`config.mk`:
```
export PLATFORM = sky130hd
export DESIGN_NAME = ptr_regs
export DESIGN_NICKNAME = d
export VERILOG_FILES = /design/src/logic/ptr_pkg.sv /design/src/logic/ptr_regs.sv
export SDC_FILE = /design/constraint.sdc
export NUM_CORES = 1
export LEC_CHECK = 0
export BUFFER_PORTS_ARGS = -buffer_cell sky130_fd_sc_hd__buf_2
export CORE_ASPECT_RATIO = 2
export CORE_UTILIZATION = 27
export CTS_CLUSTER_DIAMETER = 60
export CTS_CLUSTER_SIZE = 28
export DETAILED_ROUTE_END_ITERATION = 10
export PLACE_DENSITY_LB_ADDON = 0.3
export SYNTH_ARGS = -nofsm -noshare
export SYNTH_HDL_FRONTEND = slang
export SYNTH_SLANG_ARGS = --single-unit
```
`constraint.sdc`:
```
create_clock -name i_clk -period 3.8 [get_ports i_clk]
set_input_delay 0.38 -clock i_clk [delete_from_list [all_inputs] [get_ports i_clk]]
set_output_delay 0.38 -clock i_clk [all_outputs]
set_load 0.02 [all_outputs]
```
`src/logic/ptr_pkg.sv`:
```
// Package: offsets, field positions and reset values of the power/timing/audio/status registers
package ptr_pkg;
	localparam logic [7:0] OFS_PWR   = 8'h26;
	localparam logic [7:0] OFS_CTRL  = 8'h27;
	localparam logic [7:0] OFS_VHDLY = 8'h28;
	localparam logic [7:0] OFS_HDLYL = 8'h29;
	localparam logic [7:0] OFS_LWH   = 8'h2a;
	localparam logic [7:0] OFS_LWL   = 8'h2b;
	localparam logic [7:0] OFS_SHH   = 8'h2c;
	localparam logic [7:0] OFS_SHL   = 8'h2d;
	localparam logic [7:0] OFS_AUD   = 8'h2e;
	localparam logic [7:0] OFS_LSTAT = 8'h2f;
	localparam logic [7:0] OFS_ESTAT = 8'h30;
	// Field positions
	localparam int B_PD_POL   = 3;
	localparam int B_PD_FN_HI = 2;
	localparam int B_PD_FN_LO = 1;
	localparam int B_PD       = 0;
	localparam int B_AUTO_PD  = 7;
	localparam int B_KEY_ADDR = 6;
	localparam int B_MCLK_EXT = 5;
	localparam int B_MARKER   = 4;
	localparam int B_DE_GEN   = 3;
	localparam int B_CTRL_EN  = 7;
	// Reset values
	localparam logic       RST_PD_POL   = 1'b1;
	localparam logic [1:0] RST_PD_FN    = 2'h0;
	localparam logic       RST_AUTO_PD  = 1'b1;
	localparam logic [2:0] RST_FOFS     = 3'h0;
	localparam logic [5:0] RST_VDELAY   = 6'h18;
	localparam logic [9:0] RST_HDELAY   = 10'h104;
	localparam logic [11:0] RST_LWIDTH  = 12'h500;
	localparam logic [11:0] RST_SHEIGHT = 12'h2d0;
	localparam logic [4:0] RST_AWIDTH   = 5'h18;
	// Pin function codes
	typedef enum logic [1:0] {
		PF_OFF_SOG  = 2'h0,
		PF_OFF_ALL  = 2'h1,
		PF_ON_SOG   = 2'h2,
		PF_ON_ALL   = 2'h3
	} ptr_pin_fn_t;
	// Serial audio formats
	typedef enum logic [1:0] {
		AF_STD   = 2'h0,
		AF_RIGHT = 2'h1,
		AF_LEFT  = 2'h2,
		AF_RAW   = 2'h3
	} ptr_aud_fmt_t;
	localparam int STAT_W = 14;
endpackage : ptr_pkg

```
`src/logic/ptr_regs.sv`:
```
// Power, timing, serial audio and link status register bank with DE generator
`timescale 1ns/1ps
module ptr_regs #(
	parameter int CNT_W = 12
) (
	input  wire logic        i_clk,
	input  wire logic        i_sys_rst,
	input  wire logic [7:0]  i_reg_addr,
	input  wire logic [7:0]  i_reg_wdata,
	input  wire logic        i_reg_wr,
	input  wire logic        i_reg_rd,
	output logic [7:0]       o_reg_rdata,
	input  wire logic        i_power_down_pin,
	input  wire logic        i_sync_present,
	output logic             o_low_power,
	output logic             o_video_oe,
	output logic             o_sync_on_green_oe,
	output logic             o_key_addr_lsb,
	output logic             o_mclk_ext_sel,
	output logic [2:0]       o_field_offset,
	input  wire logic        i_hsync,
	input  wire logic        i_vsync,
	input  wire logic        i_link_de,
	output logic             o_display_enable,
	output logic             o_sav,
	output logic             o_eav,
	input  wire logic [3:0]  i_audio_data,
	input  wire logic [3:0]  i_link_ctrl,
	output logic [3:0]       o_audio_data,
	output ptr_pkg::ptr_aud_fmt_t o_audio_format,
	output logic [4:0]       o_audio_width,
	input  wire logic        i_de_present,
	input  wire logic        i_clk_present,
	input  wire logic        i_av_mute,
	input  wire logic        i_keys_read,
	input  wire logic [2:0]  i_link_quality,
	input  wire logic        i_decrypting,
	input  wire logic        i_hs_pol,
	input  wire logic        i_vs_pol,
	input  wire logic [3:0]  i_pixel_repeat
);
	import ptr_pkg::*;

	// ----------------------------------------
	// Configuration registers
	// ----------------------------------------
	logic        pd_pol_q;
	ptr_pin_fn_t pd_fn_q;
	logic        pd_q;
	logic        auto_pd_q;
	logic        key_addr_q;
	logic        mclk_ext_q;
	logic        marker_q;
	logic        de_gen_q;
	logic [2:0]  fofs_q;
	logic [5:0]  vdelay_q;
	logic [9:0]  hdelay_q;
	logic [11:0] lwidth_q;
	logic [11:0] sheight_q;
	logic        ctrl_en_q;
	ptr_aud_fmt_t afmt_q;
	logic [4:0]  awidth_q;

	wire wr_pwr   = i_reg_wr && (i_reg_addr == OFS_PWR);
	wire wr_ctrl  = i_reg_wr && (i_reg_addr == OFS_CTRL);
	wire wr_vhdly = i_reg_wr && (i_reg_addr == OFS_VHDLY);
	wire wr_hdlyl = i_reg_wr && (i_reg_addr == OFS_HDLYL);
	wire wr_lwh   = i_reg_wr && (i_reg_addr == OFS_LWH);
	wire wr_lwl   = i_reg_wr && (i_reg_addr == OFS_LWL);
	wire wr_shh   = i_reg_wr && (i_reg_addr == OFS_SHH);
	wire wr_shl   = i_reg_wr && (i_reg_addr == OFS_SHL);
	wire wr_aud   = i_reg_wr && (i_reg_addr == OFS_AUD);

	// Writes never look at the power state, so software can always wake the part
	always_ff @(posedge i_clk) begin
		if (i_sys_rst) begin
			pd_pol_q <= RST_PD_POL;
			pd_fn_q  <= ptr_pin_fn_t'(RST_PD_FN);
			pd_q     <= 1'b0;
		end else if (wr_pwr) begin
			pd_pol_q <= i_reg_wdata[B_PD_POL];
			pd_fn_q  <= ptr_pin_fn_t'(i_reg_wdata[B_PD_FN_HI:B_PD_FN_LO]);
			pd_q     <= i_reg_wdata[B_PD];
		end
	end

	always_ff @(posedge i_clk) begin
		if (i_sys_rst) begin
			auto_pd_q  <= RST_AUTO_PD;
			key_addr_q <= 1'b0;
			mclk_ext_q <= 1'b0;
			marker_q   <= 1'b0;
			de_gen_q   <= 1'b0;
			fofs_q     <= RST_FOFS;
		end else if (wr_ctrl) begin
			auto_pd_q  <= i_reg_wdata[B_AUTO_PD];
			key_addr_q <= i_reg_wdata[B_KEY_ADDR];
			mclk_ext_q <= i_reg_wdata[B_MCLK_EXT];
			marker_q   <= i_reg_wdata[B_MARKER];
			de_gen_q   <= i_reg_wdata[B_DE_GEN];
			fofs_q     <= i_reg_wdata[2:0];
		end
	end

	always_ff @(posedge i_clk) begin
		if (i_sys_rst) begin
			vdelay_q  <= RST_VDELAY;
			hdelay_q  <= RST_HDELAY;
			lwidth_q  <= RST_LWIDTH;
			sheight_q <= RST_SHEIGHT;
		end else begin
			if (wr_vhdly) begin
				vdelay_q       <= i_reg_wdata[7:2];
				hdelay_q[9:8]  <= i_reg_wdata[1:0];
			end
			if (wr_hdlyl)
				hdelay_q[7:0]  <= i_reg_wdata;
			if (wr_lwh)
				lwidth_q[11:8] <= i_reg_wdata[3:0];
			if (wr_lwl)
				lwidth_q[7:0]  <= i_reg_wdata;
			if (wr_shh)
				sheight_q[11:8] <= i_reg_wdata[3:0];
			if (wr_shl)
				sheight_q[7:0] <= i_reg_wdata;
		end
	end

	always_ff @(posedge i_clk) begin
		if (i_sys_rst) begin
			ctrl_en_q <= 1'b0;
			afmt_q    <= AF_STD;
			awidth_q  <= RST_AWIDTH;
		end else if (wr_aud) begin
			ctrl_en_q <= i_reg_wdata[B_CTRL_EN];
			afmt_q    <= ptr_aud_fmt_t'(i_reg_wdata[6:5]);
			awidth_q  <= i_reg_wdata[4:0];
		end
	end

	// ----------------------------------------
	// Pin and status synchronisers
	// ----------------------------------------
	logic [STAT_W+1:0] meta_q;
	logic [STAT_W+1:0] sync_q;
	wire  [STAT_W+1:0] raw_in = {i_power_down_pin, i_sync_present, i_de_present,
		i_clk_present, i_av_mute, i_keys_read, i_link_quality,
		i_decrypting, i_hs_pol, i_vs_pol, i_pixel_repeat};

	always_ff @(posedge i_clk) begin
		if (i_sys_rst) begin
			meta_q <= '0;
			sync_q <= '0;
		end else begin
			meta_q <= raw_in;
			sync_q <= meta_q;
		end
	end

	wire       pin_s     = sync_q[STAT_W+1];
	wire       sync_s    = sync_q[STAT_W];
	wire [7:0] lstat     = {1'b0, sync_q[13:7]};
	wire [7:0] estat     = {1'b0, sync_q[6:0]};

	// ----------------------------------------
	// Power-down control
	// ----------------------------------------
	wire pin_active = (pin_s == pd_pol_q);
	wire pin_off    = pin_active && (pd_fn_q == PF_OFF_SOG || pd_fn_q == PF_OFF_ALL);
	wire pin_sog_z  = pin_active && (pd_fn_q == PF_OFF_ALL || pd_fn_q == PF_ON_ALL);
	wire auto_off   = auto_pd_q && !sync_s;

	// Only the datapath sleeps; this bank and sync detect stay alive
	assign o_low_power        = pd_q || pin_off || auto_off;
	assign o_video_oe         = !(pd_q || pin_active);
	assign o_sync_on_green_oe = !pin_sog_z;
	assign o_key_addr_lsb     = key_addr_q;
	// Lock of an external clock is the far side's job; no check here
	assign o_mclk_ext_sel     = mclk_ext_q;
	assign o_field_offset     = fofs_q;
	assign o_audio_format     = afmt_q;
	assign o_audio_width      = awidth_q;

	// ----------------------------------------
	// Display enable generator
	// ----------------------------------------
	logic             hs_d_q;
	logic             vs_d_q;
	logic             odd_q;
	logic [CNT_W-1:0] pix_q;
	logic [CNT_W-1:0] line_q;
	logic             gen_de_q;

	wire hs_edge = i_hsync && !hs_d_q;
	wire vs_edge = i_vsync && !vs_d_q;

	// Field 1 starts its active area later by the programmed count
	wire [CNT_W-1:0] v_start = CNT_W'(vdelay_q) + (odd_q ? CNT_W'(fofs_q) : '0);
	wire [CNT_W-1:0] v_stop  = v_start + CNT_W'(sheight_q);
	wire [CNT_W-1:0] h_start = CNT_W'(hdelay_q);
	wire [CNT_W-1:0] h_stop  = h_start + CNT_W'(lwidth_q);
	wire gen_de_d = (line_q >= v_start) && (line_q < v_stop)
		&& (pix_q >= h_start) && (pix_q < h_stop);

	always_ff @(posedge i_clk) begin
		if (i_sys_rst) begin
			hs_d_q   <= 1'b0;
			vs_d_q   <= 1'b0;
			odd_q    <= 1'b0;
			pix_q    <= '0;
			line_q   <= '0;
			gen_de_q <= 1'b0;
		end else begin
			hs_d_q   <= i_hsync;
			vs_d_q   <= i_vsync;
			gen_de_q <= gen_de_d;
			if (vs_edge) begin
				odd_q  <= !odd_q;
				line_q <= '0;
			end else if (hs_edge) begin
				line_q <= line_q + 1'b1;
			end
			pix_q <= hs_edge ? '0 : pix_q + 1'b1;
		end
	end

	// ----------------------------------------
	// Enable select and marker insertion
	// ----------------------------------------
	logic de_q;
	logic sav_q;
	logic eav_q;
	// Switching the source mid-line can itself raise a marker
	wire  de_d = de_gen_q ? gen_de_q : i_link_de;

	always_ff @(posedge i_clk) begin
		if (i_sys_rst) begin
			de_q      <= 1'b0;
			sav_q     <= 1'b0;
			eav_q     <= 1'b0;
		end else begin
			de_q      <= de_d;
			sav_q     <= marker_q && de_d && !de_q;
			eav_q     <= marker_q && !de_d && de_q;
		end
	end

	assign o_display_enable = de_q;
	assign o_sav            = sav_q;
	assign o_eav            = eav_q;

	// ----------------------------------------
	// Serial audio data routing
	// ----------------------------------------
	logic [3:0] aud_q;
	always_ff @(posedge i_clk) begin
		if (i_sys_rst)
			aud_q <= '0;
		else
			aud_q <= ctrl_en_q ? i_link_ctrl : i_audio_data;
	end
	assign o_audio_data = aud_q;

	// ----------------------------------------
	// Read-back
	// ----------------------------------------
	logic [7:0] rd_mux;
	logic [7:0] rdata_q;
	always_comb begin
		unique case (i_reg_addr)
			OFS_PWR:   rd_mux = {4'h0, pd_pol_q, pd_fn_q, pd_q};
			OFS_CTRL:  rd_mux = {auto_pd_q, key_addr_q, mclk_ext_q, marker_q,
				de_gen_q, fofs_q};
			OFS_VHDLY: rd_mux = {vdelay_q, hdelay_q[9:8]};
			OFS_HDLYL: rd_mux = hdelay_q[7:0];
			OFS_LWH:   rd_mux = {4'h0, lwidth_q[11:8]};
			OFS_LWL:   rd_mux = lwidth_q[7:0];
			OFS_SHH:   rd_mux = {4'h0, sheight_q[11:8]};
			OFS_SHL:   rd_mux = sheight_q[7:0];
			OFS_AUD:   rd_mux = {ctrl_en_q, afmt_q, awidth_q};
			OFS_LSTAT: rd_mux = lstat;
			OFS_ESTAT: rd_mux = estat;
			default:   rd_mux = 8'h00;
		endcase
	end

	always_ff @(posedge i_clk) begin
		if (i_sys_rst)
			rdata_q <= 8'h00;
		else if (i_reg_rd)
			rdata_q <= rd_mux;
	end
	assign o_reg_rdata = rdata_q;
endmodule : ptr_regs

```
======== Yosys cells after proc, flatten, opt, wreduce, memory -nomap -nowiden ========
Index checks and enable logic that the tools add are counted.
cells by class
  $add $sub $neg .......................... 5
  magnitude comparators ................... 4
  eq/ne operators ......................... 14
  multiplexer cells ....................... 4
  reductions and logical operators ........ 37
operators with widths
  cell                                                  number
  equality test 8 x 6 -> 1 bit (second input constant)  11
  case mux 8 bit (11 select lines)                      1
  adder 12 x 1 -> 12 bit (second input constant)        2
  < comparator 12 bit                                   2
  logical AND 1 bit                                     21
  adder 10 x 12 -> 12 bit                               1
  adder 7 x 12 -> 12 bit                                1
  greater-or-equal comparator 12 x 10 -> 1 bit          1
  greater-or-equal comparator 12 x 7 -> 1 bit           1
  zero test 1 bit                                       8
  adder 6 x 3 -> 7 bit                                  1
  logical OR 1 bit                                      5
  two-way mux 4 bit                                     1
  OR reduction 2 bit                                    2
  two-way mux 3 bit                                     1
  equality test 2 x 1 -> 1 bit (second input constant)  1
  equality test 2 bit (second input constant)           1
  zero test 2 bit                                       1
  equality test 1 bit                                   1
  two-way mux 1 bit                                     1
storage, ports and cells
  register bits ........................... 135
  input bits .............................. 47
  output and inout port bits .............. 30
  logic and storage cells ................. 96

======== Logic depth before layout (Yosys ltp) ========
  depth in word-level cells ............... 7
  mapped depth ............................ 18

======== Worst setup path before layout ========
OpenSTA, ideal clock, no wires.
  path kind ............................... reg2reg
  start ................................... reg fofs_q[0] (netlist: o_field_offset[0])
  end ..................................... reg gen_de_q
  library setup time ...................... 0.092 ns
  data arrival time ....................... 3.575 ns
  slack ................................... 0.133 ns
  cell stages (with the launch flop) ...... 18
  buffers on the path ..................... 0
  cell sequence ........................... dfxtp_1 > and2_1 > ha_1 > fa_1 > a21o_1 > nand2_1 > xnor2_1 > ha_1 > o21a_1 > a211oi_1 > nor3_1 > xnor2_1 > ha_1 > a21o_1 > a21o_1 > a21oi_1 > o311ai_1 > nor4_1
on the way
  longest elaborated chain between the ends .. 7
  elaborated cells on any way between the ends .. 8
  classes of those cells .................. add/sub (2); order compare (2); mux (1); reduce/logical (3)
ends and longest elaborated chain
  item                                 RTL line         text
  start, declared                      ptr_regs.sv:55   logic [2:0] fofs_q;
  start signal, assigned               ptr_regs.sv:101  fofs_q <= i_reg_wdata[2:0];
  two-way mux 3 bit (*)                ptr_regs.sv:198  wire [CNT_W-1:0] v_start = CNT_W'(vdelay_q) + (odd_q ? CNT_W'(fofs_q) : '0);
  adder 6 x 3 -> 7 bit (*)             ptr_regs.sv:198
  adder 7 x 12 -> 12 bit               ptr_regs.sv:199  wire [CNT_W-1:0] v_stop = v_start + CNT_W'(sheight_q);
  < comparator 12 bit                  ptr_regs.sv:202  wire gen_de_d = (line_q >= v_start) && (line_q < v_stop)
  logical AND 1 bit (*)                ptr_regs.sv:202
  logical AND 1 bit (*) (2 in series)  ptr_regs.sv:203  && (pix_q >= h_start) && (pix_q < h_stop);
  end signal, assigned                 ptr_regs.sv:216  gen_de_q <= gen_de_d;
  end, declared                        ptr_regs.sv:192  logic gen_de_q;
Every way passes the cells marked *; elsewhere a longest branch is shown, timed or not.
A chain may end at the register's enable or synchronous reset.

======== Worst setup path in the final report ========
  start ................................... reg odd_q
  end ..................................... reg gen_de_q
on the way
  longest elaborated chain between the ends .. 7
  elaborated cells on any way between the ends .. 8
  classes of those cells .................. add/sub (2); order compare (2); mux (1); reduce/logical (3)
ends and longest elaborated chain
  item                                 RTL line         text
  start, declared                      ptr_regs.sv:189  logic odd_q;
  start signal, assigned               ptr_regs.sv:218  odd_q <= !odd_q;
  two-way mux 3 bit (*)                ptr_regs.sv:198
  adder 6 x 3 -> 7 bit (*)             ptr_regs.sv:198
  adder 7 x 12 -> 12 bit               ptr_regs.sv:199
  < comparator 12 bit                  ptr_regs.sv:202
  logical AND 1 bit (*)                ptr_regs.sv:202
  logical AND 1 bit (*) (2 in series)  ptr_regs.sv:203
Marks and branches as above.

==> metrics <==
Ys Warns=0; ANT cells=0; Adder-Cell Fraction of Synth Area=11.1%; worst-path fanout max=4; vias per cell=5.00; routed via count=6296; CP Capture Type=flop; Worst Tran Pin Value=0.789 ns; sequential power share=43.6%; FMAX=270 MHz; worst skew pair latency=0.44 ns; dpl cell area=8130 sq um; Layout fillers=2814; RSZ-0062 raised after global routing=yes; Required @ worst endpoint=4.14 ns; Layout Nets=1010; IO Pins=77; clock root cell=clkbuf_16; Die Y=236 um; syn_nets=939; Hold/Removal Path Class=input pin to flop; Hold Crit Start=i_pixel_repeat[1]; Crit. Startpoint=odd_q; Die W=119 um; EDFF count, synth=0; post-synthesis async set-or-reset flop share=0%; Synth Area in Compound Gates=13.0%; Synth area leaders=dfxtp_1 (37%), ha_1 (10%), mux2i_1 (8.1%); first-pass GRT wire length=34.8 mm; Mapped Area=7390 sq um; period utilisation layout=97.4%; antenna violation net count after detailed routing=0; IO Port Bufs=76; Distinct cells, synth=72; Clock Sink Count=135; clk slew on worst S/H paths=0.06 ns; Starting DRT DRC Count=244; Post-Place Worst Slack=-0.0278 ns; Setup Total Neg Slack=0 ns; reg2reg end=gen_de_q; largest family of logic cells by synthesized area=simple AND/OR/NAND/NOR gates; post-DP HPWL=17.7 mm; Final Core Density=33.1%; xor/xnor share of the synthesized area=4.98%; area leader, netlist=dfxtp_1; Layout Cells excl Fill=1260; Initial Utilization=27.5%; Post-Synth Simple-Gate Area=20.6%; initial antenna violation count=0; outcome=finished clean; WL final=22.7 mm; Main synth FF type=dfxtp_1; vias in the first global route=6373; FF+latch count, synth=135; GRT Util Overall=16.5%; hold_buf cts=0; share of the synthesized area in the top cell type=36.6%; Tmin final=3.70 ns; Seq/Total Area, Yosys=36.6%; P_int=2.50 mW; Reg2Reg Depth=18; Worst R2R Setup Slack=0.1 ns; largest net degree at the start of global routing=64; Post-route DRC=0; endpoints failing setup=0; total CTS buffers=17; Static Leak=3.81 nW; Clk pwr share=50.8%; Peak VDD IR=0.000415 V; Arr. time, crit path=4.04 ns; switching pwr=0.827 mW; Reg-to-Reg Start=odd_q; Switching Share=24.8%; CTS tree=yes; drt pass-1 iters=5; max_cap viols=0; crit start category=flop; Rows=85; Area Overhead vs Synth=20.3%; pwr dens=374 nW/um^2; placed insts=1225; Final Max Tran Viols=0; Overflow after GRT=0; clock buffer depth=2; Die Footprint=28100 sq um; post-synthesis mux area share=9.65%; fraction of layout cells with a size suffix above 1=18.3%; Core Region=26900 sq um; GP Congestion=0.878; endpoints failing hold=0; logic gate share of total power=5.6%; mean routed wirelength per cell=18.0 um; Critical Path Sink=gen_de_q; design area=8890 sq um; Synth Instances=828; fin worst setup slack=0.0998 ns; Slew HR=47.4%; number of H-tree levels=4; Worst Skew=0.00827 ns; Synth Area per Inst=8.93 sq um; kind of critical path=flop to flop
critical path, stage by stage (launching register included):
cell and delay [ns]:
dfxtp_2 0.34, and2_4 0.14, ha_4 0.16, fa_2 0.38, a21o_1 0.20, nand2_2 0.12
xnor2_4 0.14, ha_4 0.23, o21a_1 0.19, a211oi_2 0.18, buf_4 0.17, nor3_2 0.05
xnor2_1 0.14, ha_1 0.32, a21o_1 0.16, a21o_1 0.16, a21oi_2 0.14, o311ai_2 0.12
nor4_1 0.26
metal layers:
metal  part of all wire (%)  track usage (%)  vias to the layer above
met1                     33             14.2                     2996
met4                    8.7             14.7                        0
met5                      0                0                        -
met3                    2.7             2.95                       72
li1                       -                -                     3074
met2                     55             31.4                      154
synth_stat cells, types with 4 or more instances:
| library cell | instances |
|---|---|
| dfxtp_1 | 135 |
| nor2_1 | 88 |
| nand2_1 | 63 |
| ha_1 | 61 |
| mux2i_1 | 60 |
| a21oi_1 | 46 |
| nor2b_1 | 40 |
| inv_1 | 34 |
| nand3_1 | 33 |
| clkbuf_1 | 25 |
| o21ai_0 | 23 |
| xor2_1 | 22 |
| xnor2_1 | 20 |
| nor3_1 | 16 |
| a21o_1 | 10 |
| buf_2 | 10 |
| a211oi_1 | 9 |
| a221oi_1 | 9 |
| nand4_1 | 9 |
| and3_1 | 7 |
| mux2_1 | 7 |
| or3_1 | 7 |
| and4_1 | 6 |
| nor4_1 | 4 |
| o21ai_1 | 4 |
cell families after synthesis:
kind of cell             after synthesis
flip-flops                           135
AO/OA/AOI/OAI                        144
XOR/XNOR                              42
buffers and inverters                 74
AND/OR/NAND/NOR                      300
multiplexers                          69
adder cells (fa/ha/maj)               64
power groups by stage:
| stage | Combinational [mW] | Clock (mW) | Sequential [mW] |
|---|---|---|---|
| finish | 0.186 | 1.69 | 1.45 |
| global route | 0.199 | 1.78 | 1.45 |
| CTS | 0.186 | 1.73 | 1.45 |
| detailed placement | 0.185 | 0 | 1.48 |
| global placement | 0.184 | 0 | 1.48 |
| floorplan | 0.107 | 0 | 1.48 |
cell usage in the layout, fill, tap and decap left out, types with 7 or more instances in the layout:
cell,instances
a21o_1,10
a21oi_1,44
a221oi_1,8
and3_1,7
buf_2,75
buf_4,16
clkbuf_16,17
dfxtp_1,134
ha_1,58
inv_1,34
inv_6,7
mux2_1,7
mux2i_1,60
nand2_1,62
nand3_1,33
nand4_1,9
nor2_1,86
nor2b_1,39
nor3_1,15
o21ai_0,22
or3_1,7
xnor2_1,19
xor2_1,21
registers in the layout, summed over array words and instances (netlist names), 2 cells and up:
register	flops
hdelay_q	10
line_q	12
lwidth_q	12
meta_q	16
o_audio_data	4
o_audio_format	2
o_audio_width	5
o_field_offset	3
o_reg_rdata	8
pd_fn_q	2
pix_q	12
sheight_q	12
sync_q	16
vdelay_q	6
per-stage QoR:
| step | total power [mW] | hold WS [ns] |
|---|---|---|
| floorplan | 1.59 | 0.414 |
| global placement | 1.67 | 0.417 |
| detailed placement | 1.67 | 0.425 |
| CTS | 3.37 | 0.130 |
| global route | 3.44 | 0.132 |
| finish | 3.33 | 0.148 |
final cells by class:
| class | count | area [sq um] | share of cell area [%] |
|---|---|---|---|
| clock buffers | 18 | 439 | 4.94 |
| flip-flops and latches | 135 | 2700 | 30.4 |
| repair buffers | 91 | 495 | 5.57 |
| inverters | 35 | 131 | 1.48 |
| clock inverters | 14 | 163 | 1.83 |
| well taps | 348 | 435 | 4.90 |
| multi-input cells | 619 | 4530 | 50.9 |
worst min-delay path by stage:
| stage | slack, ns | to | depth (start not counted) |
|---|---|---|---|
| 2_1_floorplan | 0.41 | sync_q[0] | 1 |
| 3_3_place_gp | 0.42 | sync_q[10] | 1 |
| 3_5_place_dp | 0.42 | sync_q[12] | 1 |
| 4_1_cts | 0.13 | meta_q[1] | 2 |
| 5_1_grt | 0.13 | meta_q[0] | 2 |
| 6_report | 0.15 | meta_q[1] | 2 |
timing repair:
action | 4_1_cts | 5_1_grt
pin swaps | 3 | 19
setup buffers | 0 | 3
setup endpoints to repair | 1 | 1
gates cloned | 0 | 0
gates resized for setup | 1 | 30
No activity file was read; power rests on OpenSTA's default activity.
